[src/rtl/scrs_params.svh]
// timing counts and defaults for the card reset sequencer
// assumes inclusion by bare name from the sequencer module
`ifndef SCRS_PARAMS_SVH
`define SCRS_PARAMS_SVH
`define SCRS_IO_ASSERT_MAX 200
`define SCRS_ANSWER_MIN 400
`define SCRS_ANSWER_MAX 40000
`define SCRS_RST_LOW_MIN 40000
`define SCRS_RST_HIGH_MIN 40000
`define SCRS_CLK_DIV 4
`endif

[src/rtl/scrs_pkg.sv]
// types shared by the card reset sequencer
// assumes nothing beyond the params header
package scrs_pkg;
    typedef enum logic [2:0] {
        SCRS_IDLE = 3'b000,
        SCRS_CLK_RUN = 3'b001,
        SCRS_RST_LOW = 3'b011,
        SCRS_WAIT_ANS = 3'b010,
        SCRS_DONE = 3'b110,
        SCRS_TIMEOUT = 3'b111
    } scrs_state_t;

    typedef struct packed {
        logic answered;
        logic timeout;
        logic busy;
    } scrs_status_t;
endpackage

[src/rtl/scrs_sequencer.sv]
// card activation and reset sequencer: clock start, io assert, reset release, answer window
// assumes card io input is asynchronous to clk; card clock is derived from clk by a divider
`timescale 1ns/10ps
`include "scrs_params.svh"
module scrs_sequencer #(
    parameter int CLK_DIV = `SCRS_CLK_DIV,
    parameter int IO_ASSERT_CYC = `SCRS_IO_ASSERT_MAX,
    parameter int ANS_MIN_CYC = `SCRS_ANSWER_MIN,
    parameter int ANS_MAX_CYC = `SCRS_ANSWER_MAX,
    parameter int RST_LOW_CYC = `SCRS_RST_LOW_MIN,
    parameter int RST_HIGH_CYC = `SCRS_RST_HIGH_MIN
) (
    input wire logic clk,
    input wire logic srst,
    input wire logic start,
    input wire logic reset_line_mode,
    input wire logic card_io_line_in,
    output logic card_io_line_out,
    output logic card_io_line_oe,
    output logic card_clock_out,
    output logic card_reset_out,
    output scrs_pkg::scrs_status_t status
);
    if (CLK_DIV < 2 || CLK_DIV > 512 || CLK_DIV % 2 != 0 || IO_ASSERT_CYC < 1
        || ANS_MIN_CYC >= ANS_MAX_CYC || RST_LOW_CYC <= IO_ASSERT_CYC
        || ANS_MAX_CYC >= 65535 || RST_LOW_CYC >= 65536
        || RST_HIGH_CYC > ANS_MAX_CYC) begin : g_bad_params
        $error("scrs_sequencer: unsupported parameters");
    end

    localparam logic [15:0] IO_C = 16'(IO_ASSERT_CYC);
    localparam logic [15:0] AMIN_C = 16'(ANS_MIN_CYC);
    localparam logic [15:0] AMAX_C = 16'(ANS_MAX_CYC);
    localparam logic [15:0] RLOW_C = 16'(RST_LOW_CYC);
    localparam logic [15:0] RHIGH_C = 16'(RST_HIGH_CYC);
    localparam logic [7:0] HALF_C = 8'(CLK_DIV / 2 - 1);

    scrs_pkg::scrs_state_t state_ff;
    logic [7:0] div_ff;
    logic card_edge;
    logic [15:0] cyc_ff;
    logic io_s1_ff, io_s2_ff, io_s3_ff;
    logic io_fall;
    logic mode_ff;

    // two-stage sync, third stage only for edge detect
    always_ff @(posedge clk) begin
        if (srst) begin
            io_s1_ff <= 1'b1;
            io_s2_ff <= 1'b1;
            io_s3_ff <= 1'b1;
        end else begin
            io_s1_ff <= card_io_line_in;
            io_s2_ff <= io_s1_ff;
            io_s3_ff <= io_s2_ff;
        end
    end
    assign io_fall = io_s3_ff & ~io_s2_ff;

    wire running = (state_ff != scrs_pkg::SCRS_IDLE) && (state_ff != scrs_pkg::SCRS_TIMEOUT);
    assign card_edge = running && (div_ff == HALF_C) && !card_clock_out;

    // done keeps the card clocked and is idle for the user, but a reset-line card
    // only restarts once the reset-high hold has run out, so it cannot be cut short
    wire seq_busy = running && (state_ff != scrs_pkg::SCRS_DONE);
    wire can_start = (state_ff == scrs_pkg::SCRS_IDLE) || (state_ff == scrs_pkg::SCRS_TIMEOUT)
        || (state_ff == scrs_pkg::SCRS_DONE && (!mode_ff || cyc_ff >= RHIGH_C));
    wire take = start && can_start;
    // internal cards count the time-zero edge itself; one off gives cycles after reference
    wire [15:0] ans_cyc = mode_ff ? cyc_ff : cyc_ff - 16'h0001;

    // card clock divider, toggles the card clock every CLK_DIV/2 clk cycles
    // a restart from done parks the clock low first so time zero is a clean first edge
    always_ff @(posedge clk) begin
        if (srst || !running || take) begin
            div_ff <= 8'h00;
            card_clock_out <= 1'b0;
        end else if (div_ff == HALF_C) begin
            div_ff <= 8'h00;
            card_clock_out <= ~card_clock_out;
        end else begin
            div_ff <= div_ff + 8'h01;
        end
    end

    // mode latched at start so a change mid-sequence cannot corrupt it
    always_ff @(posedge clk) begin
        if (srst) begin
            mode_ff <= 1'b0;
        end else if (take) begin
            mode_ff <= reset_line_mode;
        end
    end

    // card cycle counter, restarted when a start is taken and at reset release
    always_ff @(posedge clk) begin
        if (srst || !running || take) begin
            cyc_ff <= 16'h0000;
        end else if (state_ff == scrs_pkg::SCRS_RST_LOW && card_edge && cyc_ff == RLOW_C) begin
            cyc_ff <= 16'h0000;
        end else if (card_edge && cyc_ff != 16'hFFFF) begin
            cyc_ff <= cyc_ff + 16'h0001;
        end
    end

    // sequence control
    always_ff @(posedge clk) begin
        if (srst) begin
            state_ff <= scrs_pkg::SCRS_IDLE;
        end else begin
            case (state_ff)
                scrs_pkg::SCRS_IDLE, scrs_pkg::SCRS_TIMEOUT, scrs_pkg::SCRS_DONE: begin
                    if (take) begin
                        state_ff <= scrs_pkg::SCRS_CLK_RUN;
                    end
                end
                scrs_pkg::SCRS_CLK_RUN: begin
                    if (card_edge && cyc_ff == IO_C) begin
                        state_ff <= mode_ff ? scrs_pkg::SCRS_RST_LOW
                                            : scrs_pkg::SCRS_WAIT_ANS;
                    end
                end
                scrs_pkg::SCRS_RST_LOW: begin
                    if (card_edge && cyc_ff == RLOW_C) begin
                        state_ff <= scrs_pkg::SCRS_WAIT_ANS;
                    end
                end
                scrs_pkg::SCRS_WAIT_ANS: begin
                    if (io_fall && ans_cyc >= AMIN_C) begin
                        state_ff <= scrs_pkg::SCRS_DONE;
                    end else if (ans_cyc > AMAX_C) begin
                        state_ff <= scrs_pkg::SCRS_TIMEOUT;
                    end
                end
                default: state_ff <= scrs_pkg::SCRS_IDLE;
            endcase
        end
    end

    // pins: io released high by driver after the assert count, reset held low until release
    always_ff @(posedge clk) begin
        if (srst) begin
            card_io_line_out <= 1'b1;
            card_io_line_oe <= 1'b0;
            card_reset_out <= 1'b0;
            status <= '0;
        end else begin
            card_io_line_out <= 1'b1;
            // io pulled up by driving high once past the assert count
            card_io_line_oe <= (state_ff == scrs_pkg::SCRS_CLK_RUN && card_edge && cyc_ff == IO_C);
            // high through done; a timeout, idle or a taken restart returns it low
            card_reset_out <= mode_ff && (state_ff == scrs_pkg::SCRS_WAIT_ANS
                                          || (state_ff == scrs_pkg::SCRS_DONE && !take));
            status.busy <= seq_busy;
            if (take) begin
                status.timeout <= 1'b0;
                status.answered <= 1'b0;
            end else begin
                if (state_ff == scrs_pkg::SCRS_WAIT_ANS && !(io_fall && ans_cyc >= AMIN_C)
                    && ans_cyc > AMAX_C) begin
                    status.timeout <= 1'b1;
                end
                if (state_ff == scrs_pkg::SCRS_WAIT_ANS && io_fall && ans_cyc >= AMIN_C) begin
                    status.answered <= 1'b1;
                end
            end
        end
    end

    a_io_assert_bound: assert property (@(posedge clk) disable iff (srst)
        (state_ff == scrs_pkg::SCRS_CLK_RUN) |-> cyc_ff <= IO_C)
        else $error("io not asserted in time");
    a_io_single: assert property (@(posedge clk) disable iff (srst)
        card_io_line_oe |=> !card_io_line_oe)
        else $error("io assert longer than one cycle");
    a_rst_low_hold: assert property (@(posedge clk) disable iff (srst)
        (state_ff == scrs_pkg::SCRS_RST_LOW) |-> !card_reset_out)
        else $error("reset rose early");
    a_rst_release: assert property (@(posedge clk) disable iff (srst)
        $rose(card_reset_out) |-> $past(state_ff) == scrs_pkg::SCRS_WAIT_ANS && mode_ff)
        else $error("reset released outside window");
    a_rst_high_hold: assert property (@(posedge clk) disable iff (srst)
        $fell(card_reset_out) |-> !running || $past(state_ff) == scrs_pkg::SCRS_TIMEOUT
        || $past(state_ff) == scrs_pkg::SCRS_DONE || $past(start))
        else $error("reset dropped mid sequence");
    a_rst_high_span: assert property (@(posedge clk) disable iff (srst)
        $fell(card_reset_out) && $past(state_ff) == scrs_pkg::SCRS_DONE
        |-> $past(cyc_ff) >= RHIGH_C)
        else $error("reset high hold cut short");
    a_ans_window: assert property (@(posedge clk) disable iff (srst)
        $rose(status.answered) |-> $past(ans_cyc) >= AMIN_C && $past(ans_cyc) <= AMAX_C)
        else $error("answer accepted outside window");
    a_early_ignored: assert property (@(posedge clk) disable iff (srst)
        (state_ff == scrs_pkg::SCRS_WAIT_ANS && io_fall && ans_cyc < AMIN_C)
        |=> state_ff == scrs_pkg::SCRS_WAIT_ANS)
        else $error("early answer accepted");
    a_timeout_sticky: assert property (@(posedge clk) disable iff (srst)
        status.timeout && !start |=> status.timeout)
        else $error("timeout flag lost");
    a_timeout_halt: assert property (@(posedge clk) disable iff (srst)
        status.timeout && !start |=> !card_clock_out)
        else $error("clock runs after timeout");
    a_halt_state: assert property (@(posedge clk) disable iff (srst)
        (state_ff == scrs_pkg::SCRS_TIMEOUT && !start) |=> state_ff == scrs_pkg::SCRS_TIMEOUT)
        else $error("sequence left halt without restart");
    a_clk_starts: assert property (@(posedge clk) disable iff (srst)
        take |=> ##[1:4] card_clock_out)
        else $error("card clock did not start");
    a_mode_select: assert property (@(posedge clk) disable iff (srst)
        (state_ff == scrs_pkg::SCRS_RST_LOW) |-> mode_ff)
        else $error("reset phase in internal mode");

    c_internal_done: cover property (@(posedge clk) !mode_ff && $rose(status.answered));
    c_line_done: cover property (@(posedge clk) mode_ff && $rose(status.answered));
    c_timeout: cover property (@(posedge clk) $rose(status.timeout));
    c_release: cover property (@(posedge clk) $rose(card_reset_out));
    c_held_restart: cover property (@(posedge clk)
        state_ff == scrs_pkg::SCRS_DONE && start && !take);
endmodule

[config.mk]
export PLATFORM = sky130hd
export DESIGN_NAME = scrs_sequencer
export DESIGN_NICKNAME = d
export VERILOG_FILES = /design/src/rtl/scrs_pkg.sv /design/src/rtl/scrs_sequencer.sv
export VERILOG_INCLUDE_DIRS = /design/src /design/src/rtl
export SDC_FILE = /design/constraint.sdc
export NUM_CORES = 1
export LEC_CHECK = 0
export ABC_AREA = 1
export BUFFER_PORTS_ARGS = -buffer_cell sky130_fd_sc_hd__buf_2
export CORE_MARGIN = 2
export CORE_UTILIZATION = 52
export DETAILED_ROUTE_END_ITERATION = 8
export PLACE_DENSITY = 0.83
export SLEW_MARGIN = 0
export SYNTH_ARGS = -nofsm -noshare
export SYNTH_HDL_FRONTEND = slang
export SYNTH_SLANG_ARGS = --single-unit
[constraint.sdc]
create_clock -name clk -period 2 [get_ports clk]
set_input_delay 0.4 -clock clk [delete_from_list [all_inputs] [get_ports clk]]
set_output_delay 0.4 -clock clk [all_outputs]
set_load 0.01 [all_outputs]
==> impl_metrics.csv, run 1 <==
group,metric,value,unit
worst_setup_path,worst_setup_path_start_kind,"flip-flop",
worst_setup_path,path_class,"flip-flop to flip-flop",
cells_and_area,drive_above_1_share,29.9,%
place,io_buffers,10,
timing,finClkSkew,0.00399,ns
yosys,yosysTopAreaCell,"dfxtp_1",
worst_setup_path,crit_fanout,4,
worst_setup_path,cp_common_cell,"nor2_1",
clock_network,clkSlewWorstSetupHoldPaths,0.08,ns
power_and_ir_drop,p_leak,1.35,nW
route,dr.pass1.iters,5,
floorplanning,start_util,54.9,%
yosys,synth_fp_nets,384,
route,drc,0,
clock_network,clkLatencyLatePin,0.29,ns
global_routing,grt_pass1_wl,9980,um
yosys,yosys-top-cells-area,"dfxtp_1 31%, nand2_1 13%, nor2_1 9.6%",
global_routing,antenna_found_initial,0,
floorplanning,dieWidth,72.3,um
yosys,yosys_warnings,0,
floorplanning,rows,24,
floorplanning,die_y,72.3,um
yosys,synthesis.area,2420,sq um
cells_and_area,syn_to_final_growth,24.5,%
timing,period_needed,2.00,ns
clock_network,cts-htree-levels,2,
cells_and_area,post-route-util,68.3,%
place,placed_cell_area,2630,sq um
worst_setup_path,worstPathArrival,2.22,ns
clock_network,cts_hold_buf,0,
clock_network,cts_root_buf,"clkbuf_8",
timing,setup_tns,0,ns
worst_setup_path,slowest_delay,0.32,ns
clock_network,cts_sinks,37,
clock_network,numCtsBuffers,5,
yosys,yosys.area.top_type_share,30.6,%
timing,rsz0062_at_grt,"true",
worst_setup_path,worst_setup_path_end_kind,"flip-flop",
yosys,yosysUniqueCellTypes,38,
global_routing,grt_pass1_vias,2305,
route,routed_wl,6390,um
cells_and_area,layout_commonest_cell,"nand2_1",
global_routing,grt_overflow,0,
worst_setup_path,required,2.23,ns
route,routed_via_density,5.54,
flow_run,maxCapViolations,0,
floorplanning,core,4410,sq um
yosys,postSynthCellCount,375,
timing,drv_slew,0,
clock_network,cts_tree,"built",
timing,post-route-period-util,99.9,%
cells_and_area,num-fill-cells,324,
yosys,ys_ff_latch,37,
global_routing,grt_max_degree,17,
global_routing,grt_use_total,24.1,%
power_and_ir_drop,vdd_drop_max,0.000424,V
worst_setup_path,crit_family,"simple AND/OR/NAND/NOR gates",
route,route.vias.total,2570,
power_and_ir_drop,pwr_density_cell,908,nW/um^2
min_path,hp-class,"input port to flip-flop",
cells_and_area,n_antenna_cell,0,
timing,timing.fmax,501,MHz
worst_setup_path,rrSetupSlack,0.003,ns
place,gp_congestion,0.973,
cells_and_area,design_area,3020,sq um
route,post_drt_wl_per_cell,13.8,um
cells_and_area,final_cell_mix,"74 x nand2_1, 49 x nor2_1, 44 x inv_1",
worst_setup_path,crit_chain,"or2_4, nor3_2, nand4_1, nor2_1, nand2_1, buf_4, nor2_1, nor2_1, a21oi_4, nand3_4, nand2_1, inv_1, nor2_1",
floorplanning,die-area,5220,sq um
route,drtIter0Drc,209,
place,dp_hpwl,4440,um
worst_setup_path,slowest_stage,"dfxtp_1",
timing,hold_viol,0,
outcome,status,"complete, no violations",
floorplanning,io_pins,12,
worst_setup_path,path_buf_inv,2,
yosys,synth.avg_cell_area,6.46,sq um
clock_network,cts_max_path_buffers,2,
route,ant_nets,0,
cells_and_area,finalNetCount,420,
timing,finalSetupViolations,0,
yosys,synth-seq-area-share,30.6,%
## per-stage QoR
stage | hold WS, ns | instances | worst slack (ns) | total power (W)
final | 0.283 | 464 | 0.00259 | 0.00274
after global routing | 0.279 | 464 | -0.145 | 0.00291
after floorplan | 0.389 | 375 | 0.129 | 0.00157
after detailed placement | 0.399 | 449 | -0.109 | 0.00182
after global placement | 0.391 | 449 | -0.0719 | 0.00180
after CTS | 0.280 | 458 | 0.0121 | 0.00256
## report_power, final
group	switching, W	internal (W)
logic	0.000730	0.000472
clock network	0.000284	0.000406
registers	0.0000526	0.000794
total	0.00107	0.00167
## worst reg2reg max path, stage by stage (launching register included)
cell and delay (ns):
dfxtp_1 0.32, or2_4 0.27, nor3_2 0.11, nand4_1 0.16, nor2_1 0.14, nand2_1 0.12
buf_4 0.16, nor2_1 0.08, nor2_1 0.07, a21oi_4 0.19, nand3_4 0.10, nand2_1 0.06
inv_1 0.04, nor2_1 0.11
## final cells by class
class / count / area (sq um) / area share [%]
clock inverter: 2 / 37.5 / 1.24
timing repair buffer: 36 / 270 / 8.96
sequential: 37 / 757 / 25.1
tap: 52 / 65.1 / 2.16
inverter: 54 / 205 / 6.80
clock buffer: 6 / 82.6 / 2.74
multi-input combinational: 277 / 1600 / 53.0
## registers in the layout, summed over array words and instances, names as in the netlist
register         cells
card_clock_out       1
state_ff             3
status               3
io_s3_ff             1
card_io_line_oe      1
div_ff               8
mode_ff              1
card_reset_out       1
cyc_ff              16
io_s1_ff             1
io_s2_ff             1
## metal layers
| metal | wire length (um) | global-route usage (%) | part of all wire [%] | up-vias |
|---|---|---|---|---|
| met5 | 0 | 0 | 0 | - |
| met4 | 200 | 8.81 | 3.1 | 0 |
| met3 | 430 | 4.03 | 6.7 | 24 |
| met2 | 3120 | 40.8 | 49 | 96 |
| met1 | 2650 | 30.7 | 41 | 1178 |
| li1 | - | - | - | 1272 |
## final timing paths
kind | from | endpoint | cells after the start
worst max-delay path | div_ff[4] | state_ff[1] | 13
worst min-delay path | card_io_line_in | io_s1_ff | 2
worst max register to register | div_ff[4] | state_ff[1] | 13
worst min register to register | io_s1_ff | io_s2_ff | 1
## cells in the mapped netlist (all sizes together)
cell	instances
nand4	12
o211ai	2
nand2b	1
nor2	71
nor4	5
o2111ai	1
nor3	14
nand2	85
xor2	6
nand3	33
ha	4
a31oi	2
a21oi	15
o21ai	11
o21a	1
conb	1
or2	6
xnor2	2
nand3b	1
and2	1
dfxtp	37
o41ai	1
buf	7
inv	54
nor3b	2
## cell families (layout without fill, tap and decap cells)
logic type               after synthesis  in the layout  synth area share, %
AO/OA/AOI/OAI                         33             33                 8.94
XOR/XNOR                               8              8                 2.89
adder cells (fa/ha/maj)                4              4                 2.07
buffers and inverters                 61             98                 10.8
flip-flops                            37             37                 30.6
other                                  1              1                0.155
AND/OR/NAND/NOR                      231            231                 44.6
## repair_timing
item / in CTS / in global routing
buffers inserted: 1 / 6
setup endpoints to repair: 22 / 28
hold endpoints to repair: 0 / 0
pin swaps: 2 / 21
gates resized for setup: 14 / 48
Note: power is estimated with default switching activity, not from simulation.
==> inputs of run 2 (changes only) <==
--- a/config.mk
+++ b/config.mk
@@ -10,7 +10,9 @@
 export BUFFER_PORTS_ARGS = -buffer_cell sky130_fd_sc_hd__buf_2
 export CORE_MARGIN = 2
 export CORE_UTILIZATION = 52
+export CTS_CLUSTER_DIAMETER = 60
 export DETAILED_ROUTE_END_ITERATION = 8
+export HOLD_SLACK_MARGIN = 0.12
 export PLACE_DENSITY = 0.83
 export SLEW_MARGIN = 0
 export SYNTH_ARGS = -nofsm -noshare
==> constraint.sdc (replaced) <==
create_clock -name clk -period 1.7 [get_ports clk]
set_input_delay 0.34 -clock clk [delete_from_list [all_inputs] [get_ports clk]]
set_output_delay 0.34 -clock clk [all_outputs]
set_load 0.01 [all_outputs]
==> run 2 against run 1 <==
Against the previous run:
- the flow now finishes with violations (negative setup slack)
- largest cell class unchanged
- critical path depth grew 3
- critical endpoint is now state_ff[0]
- critical path type unchanged
- via count grew 39%
- non-clock buffer count grew 72
- cell area grew 29%
- setup slack lost 0.63 ns
- clock skew grew 0.0043 ns
==> impl_metrics.csv, run 2 (synthesized netlist as in run 1, its figures left out) <==
group,metric,value,unit
route,post_drt_wl_per_cell,21.9,um
cells_and_area,n_antenna_cell,0,
clock_network,cts_max_path_buffers,2,
floorplanning,die_y,72.3,um
timing,setup_slack,-0.627,ns
global_routing,grt_pass1_vias,3329,
timing,setup_tns,-12.59,ns
cells_and_area,stdcell_count,536,
cells_and_area,largest_reg_flops,16,
cells_and_area,drive_above_1_share,50.0,%
worst_setup_path,slowest_delay,0.34,ns
timing,timing.fmax,430,MHz
clock_network,cts-htree-levels,2,
route,drtIter0Drc,669,
clock_network,cts_root_buf,"clkbuf_8",
clock_network,clkSlewWorstSetupHoldPaths,0.08,ns
global_routing,grt_use_total,38.5,%
cells_and_area,reg_top3,"cyc_ff (16), div_ff (8)",
clock_network,cts_tree,"built",
power_and_ir_drop,p_leak,1.77,nW
global_routing,grt_overflow,0,
clock_network,cts_hold_buf,0,
outcome,status,"finished with violations",
clock_network,cts_sinks,37,
cells_and_area,design_area,3880,sq um
worst_setup_path,slowest_stage,"dfxtp_1",
cells_and_area,top_register,"cyc_ff",
worst_setup_path,worst_setup_path_end_kind,"flip-flop",
floorplanning,rows,24,
timing,drv_slew,0,
route,dr.pass1.iters,8,
min_path,hp-class,"input port to flip-flop",
worst_setup_path,path_class,"flip-flop to flip-flop",
worst_setup_path,crit_chain,"inv_2, buf_4, nand3_4, buf_4, nand2_1, o21ai_0, nor2_1, nand3_1, nor2_1, nand3_1, nand2_2, nand3_4, nand3_4, nand2_2, nand2_2, nor2_1",
global_routing,antenna_found_initial,0,
floorplanning,io_pins,12,
worst_setup_path,crit_family,"simple AND/OR/NAND/NOR gates",
cells_and_area,layout_commonest_cell,"buf_4",
worst_setup_path,required,1.91,ns
route,route.vias.total,3579,
timing,hold_viol,0,
worst_setup_path,crit_fanout,4,
global_routing,grt_max_degree,13,
route,routed_wl,11700,um
floorplanning,dieWidth,72.3,um
power_and_ir_drop,vdd_drop_max,0.000807,V
floorplanning,core,4410,sq um
worst_setup_path,worstPathArrival,2.54,ns
cells_and_area,syn_to_final_growth,60.1,%
timing,rsz0062_at_grt,"true",
worst_setup_path,path_buf_inv,3,
timing,post-route-period-util,137,%
floorplanning,die-area,5220,sq um
route,drc,0,
clock_network,numCtsBuffers,5,
place,placed_cells,497,
floorplanning,start_util,54.9,%
outcome,violations,"negative setup slack",
clock_network,clkLatencyLatePin,0.32,ns
place,dp_hpwl,5010,um
place,placed_cell_area,3050,sq um
place,gp_congestion,0.914,
cells_and_area,finalNetCount,492,
route,ant_nets,0,
timing,period_needed,2.33,ns
place,io_buffers,10,
cells_and_area,final_cell_mix,"90 x buf_4, 67 x nand2_1, 42 x inv_1",
power_and_ir_drop,pwr_density_cell,1070,nW/um^2
timing,finClkSkew,0.00830,ns
worst_setup_path,worst_setup_path_start_kind,"flip-flop",
flow_run,maxCapViolations,0,
global_routing,grt_pass1_wl,15600,um
route,routed_via_density,6.68,
timing,finalSetupViolations,33,
-- run 2: final timing paths --
| kind | start | end | slack (ns) | cells after the start |
|---|---|---|---|---|
| worst min register to register | io_s1_ff | io_s2_ff | 0.43 | 1 |
| worst max register to register | mode_ff | state_ff[0] | -0.63 | 16 |
| worst min-delay path | card_io_line_in | io_s1_ff | 0.21 | 2 |
| worst max-delay path | mode_ff | state_ff[0] | -0.63 | 16 |
-- run 2: final cells by class --
type                    count  area (sq um)
clock buffers               6          82.6
clock inverters             2          37.5
fillers                   194           537
inverters                  54           213
multi-input cells         277          1870
flip-flops and latches     37           776
well taps                  52          65.1
repair buffers            108           838
-- run 2: layer usage --
| metal | track usage [%] | vias up | part of all wire [%] |
|---|---|---|---|
| met5 | 0 | - | 0 |
| met4 | 25.8 | 0 | 9.9 |
| met3 | 11.5 | 170 | 14 |
| met2 | 61.6 | 388 | 42 |
| met1 | 44.2 | 1598 | 34 |
| li1 | - | 1423 | - |
-- run 2: through the flow --
| stage | setup WS, ns | util (%) | hold slack, ns | power (W) |
|---|---|---|---|---|
| global placement | -0.188 | 69.0 | 0.393 | 0.00230 |
| finish | -0.627 | 87.8 | 0.208 | 0.00416 |
| CTS | -0.221 | 81.3 | 0.223 | 0.00358 |
| floorplan | -0.0303 | - | 0.389 | 0.00189 |
| global route | -0.640 | 87.8 | 0.216 | 0.00426 |
| detailed placement | -0.276 | 69.0 | 0.401 | 0.00236 |
-- run 2: where the power goes --
| group | internal (W) | leakage (nW) | switching (W) |
|---|---|---|---|
| sequential | 0.000927 | 0.310 | 0.0000724 |
| combinational | 0.000947 | 1.40 | 0.00137 |
| clock | 0.000477 | 0.0574 | 0.000368 |
-- run 2: what timing repair did --
action / 4_1_cts / 5_1_grt
endpoints found under the setup margin: 29 / 33
cloned: 1 / 0
gates resized for setup: 77 / 56
pin swaps: 16 / 27
setup buffers: 17 / 15
==> inputs of run 3 (changes only) <==
--- a/config.mk
+++ b/config.mk
@@ -14,6 +14,7 @@
 export DETAILED_ROUTE_END_ITERATION = 8
 export HOLD_SLACK_MARGIN = 0.12
 export PLACE_DENSITY = 0.83
+export SKIP_LAST_GASP = 1
 export SLEW_MARGIN = 0
 export SYNTH_ARGS = -nofsm -noshare
 export SYNTH_HDL_FRONTEND = slang
==> run 3 against run 2 <==
Against the previous run:
- the run ends with design-rule violations, negative setup slack left
- highest routed layer unchanged
- largest power group unchanged
- combinational power up 3%
- non-clock buffer count fell by 1
- critical path depth down 1
- sequential share of layout area is essentially flat
==> impl_metrics.csv, run 3 (synthesized netlist as in run 1, its figures left out) <==
group,metric,value,unit
timing,rsz0062_at_grt,"true",
worst_setup_path,slowest_delay,0.37,ns
global_routing,antenna_found_initial,0,
global_routing,grt_use_total,38.2,%
worst_setup_path,worst_setup_path_start_kind,"flip-flop",
floorplanning,die-area,5220,sq um
timing,setup_slack,-0.635,ns
cells_and_area,reg_top3,"cyc_ff (16), div_ff (8)",
clock_network,clkLatencyLatePin,0.32,ns
outcome,status,"finished with violations",
clock_network,cts-htree-levels,2,
floorplanning,dieWidth,72.3,um
cells_and_area,layout_commonest_cell,"buf_4",
cells_and_area,stdcell_count,535,
timing,drv_slew,0,
timing,post-route-period-util,137,%
worst_setup_path,slowest_stage,"dfxtp_4",
worst_setup_path,worst_setup_path_end_kind,"flip-flop",
place,placed_cells,497,
place,dp_hpwl,5010,um
floorplanning,start_util,54.9,%
cells_and_area,largest_reg_flops,16,
place,io_buffers,10,
route,ant_nets,0,
power_and_ir_drop,pwr_density_cell,1080,nW/um^2
clock_network,cts_tree,"built",
worst_setup_path,required,1.90,ns
cells_and_area,final_cell_mix,"92 x buf_4, 58 x nand2_1, 39 x inv_1",
floorplanning,die_y,72.3,um
worst_setup_path,crit_chain,"nor2_4, nand2_4, nor2_4, buf_4, nand3_1, nand2_1, nand3_2, inv_1, nand3_2, nand2_2, nand2_2, nand3_4, nand3_4, nor2_1, nor2_1",
global_routing,grt_pass1_vias,3241,
route,drtIter0Drc,782,
cells_and_area,syn_to_final_growth,61.3,%
route,post_drt_wl_per_cell,22.6,um
outcome,violations,"design-rule violations, negative setup slack",
route,routed_wl,12100,um
clock_network,clkSlewWorstSetupHoldPaths,0.08,ns
timing,period_needed,2.33,ns
min_path,hp-class,"input port to flip-flop",
clock_network,cts_max_path_buffers,2,
floorplanning,rows,24,
timing,hold_viol,0,
clock_network,cts_root_buf,"clkbuf_8",
global_routing,grt_pass1_wl,15400,um
route,route.vias.total,3551,
power_and_ir_drop,p_leak,1.75,nW
global_routing,grt_max_degree,13,
route,routed_via_density,6.64,
timing,finClkSkew,0.0184,ns
timing,finalSetupViolations,33,
timing,timing.fmax,428,MHz
place,gp_congestion,0.914,
floorplanning,io_pins,12,
clock_network,numCtsBuffers,5,
power_and_ir_drop,vdd_drop_max,0.000757,V
cells_and_area,n_antenna_cell,0,
route,drc,56,
worst_setup_path,worstPathArrival,2.54,ns
worst_setup_path,crit_fanout,5,
cells_and_area,top_register,"cyc_ff",
clock_network,cts_sinks,37,
flow_run,maxCapViolations,0,
cells_and_area,finalNetCount,491,
cells_and_area,drive_above_1_share,55.3,%
timing,fin_hold_ws,0.250,ns
global_routing,grt_overflow,0,
route,dr.pass1.iters,9,
floorplanning,core,4410,sq um
worst_setup_path,path_class,"flip-flop to flip-flop",
==> run 3: changes by cell type in the layout (fill, tap and decap cells not counted), moves of 3 or more <==
cell / before / now
inv_1: 42 / 39
inv_2: 9 / 13
nand2_1: 67 / 58
nand2_2: 13 / 23
nand3_1: 25 / 18
nand3_2: 3 / 10
nor2_1: 34 / 28
nor2_2: 20 / 23
nor2_4: 17 / 20
==> run 3: path summary, 6_finish.rpt <==
check | from | endpoint | slack, ns | cells after the start
worst max-delay path | cyc_ff[1] | state_ff[0] | -0.63 | 15
worst min-delay path | card_io_line_in | io_s1_ff | 0.25 | 2
worst max register to register | cyc_ff[1] | state_ff[0] | -0.63 | 15
worst min register to register | io_s1_ff | io_s2_ff | 0.44 | 1
==> run 3: power breakdown <==
group / total (W) / switching [W] / internal [W]
registers: 0.000999 / 0.0000710 / 0.000928
clock network: 0.000849 / 0.000371 / 0.000478
logic: 0.00238 / 0.00145 / 0.000932
total: 0.00423 / 0.00189 / 0.00234
==> run 3: layout make-up <==
cell class / count / area [sq um]
fillers: 182 / 508
multi-input cells: 277 / 1920
repair buffers: 107 / 811
clock buffers: 6 / 82.6
well taps: 52 / 65.1
flip-flops and latches: 37 / 781
inverters: 54 / 210
clock inverters: 2 / 37.5
==> run 3: routing by layer <==
layer  vias to the layer above  wire [um]  track usage [%]
li1                       1422          -                -
met1                      1569       4150             44.0
met2                       398       5290             61.8
met3                       162       1560             10.6
met4                         0       1080             25.6
met5                         -          0                0
==> run 3: through the flow <==
| step | setup TNS, ns | total power (W) | util, % | instance area [sq um] | setup WS (ns) |
|---|---|---|---|---|---|
| 6_report | -12.66 | 0.00423 | 88.5 | 3910 | -0.635 |
| 5_1_grt | -13.74 | 0.00431 | 88.5 | 3910 | -0.640 |
| 2_1_floorplan | -0.0498 | 0.00189 | - | 2470 | -0.0303 |
| 4_1_cts | -3.02 | 0.00356 | 80.7 | 3560 | -0.221 |
| 3_3_place_gp | -1.92 | 0.00230 | 69.0 | 3050 | -0.188 |
| 3_5_place_dp | -3.20 | 0.00236 | 69.0 | 3050 | -0.276 |
==> run 3: what timing repair did <==
item	CTS	global route
hold buffers	0	0
setup buffers	17	14
gates cloned	1	0
pin swaps	16	35
resized for setup	70	87
setup endpoints to repair	29	33
==> run 3: critical path: cells and delay by family (launching register included) <==
family / cells / cell delay, ns
buf+inv: 2 / 0.31
flops: 1 / 0.37
simple gates: 13 / 1.55
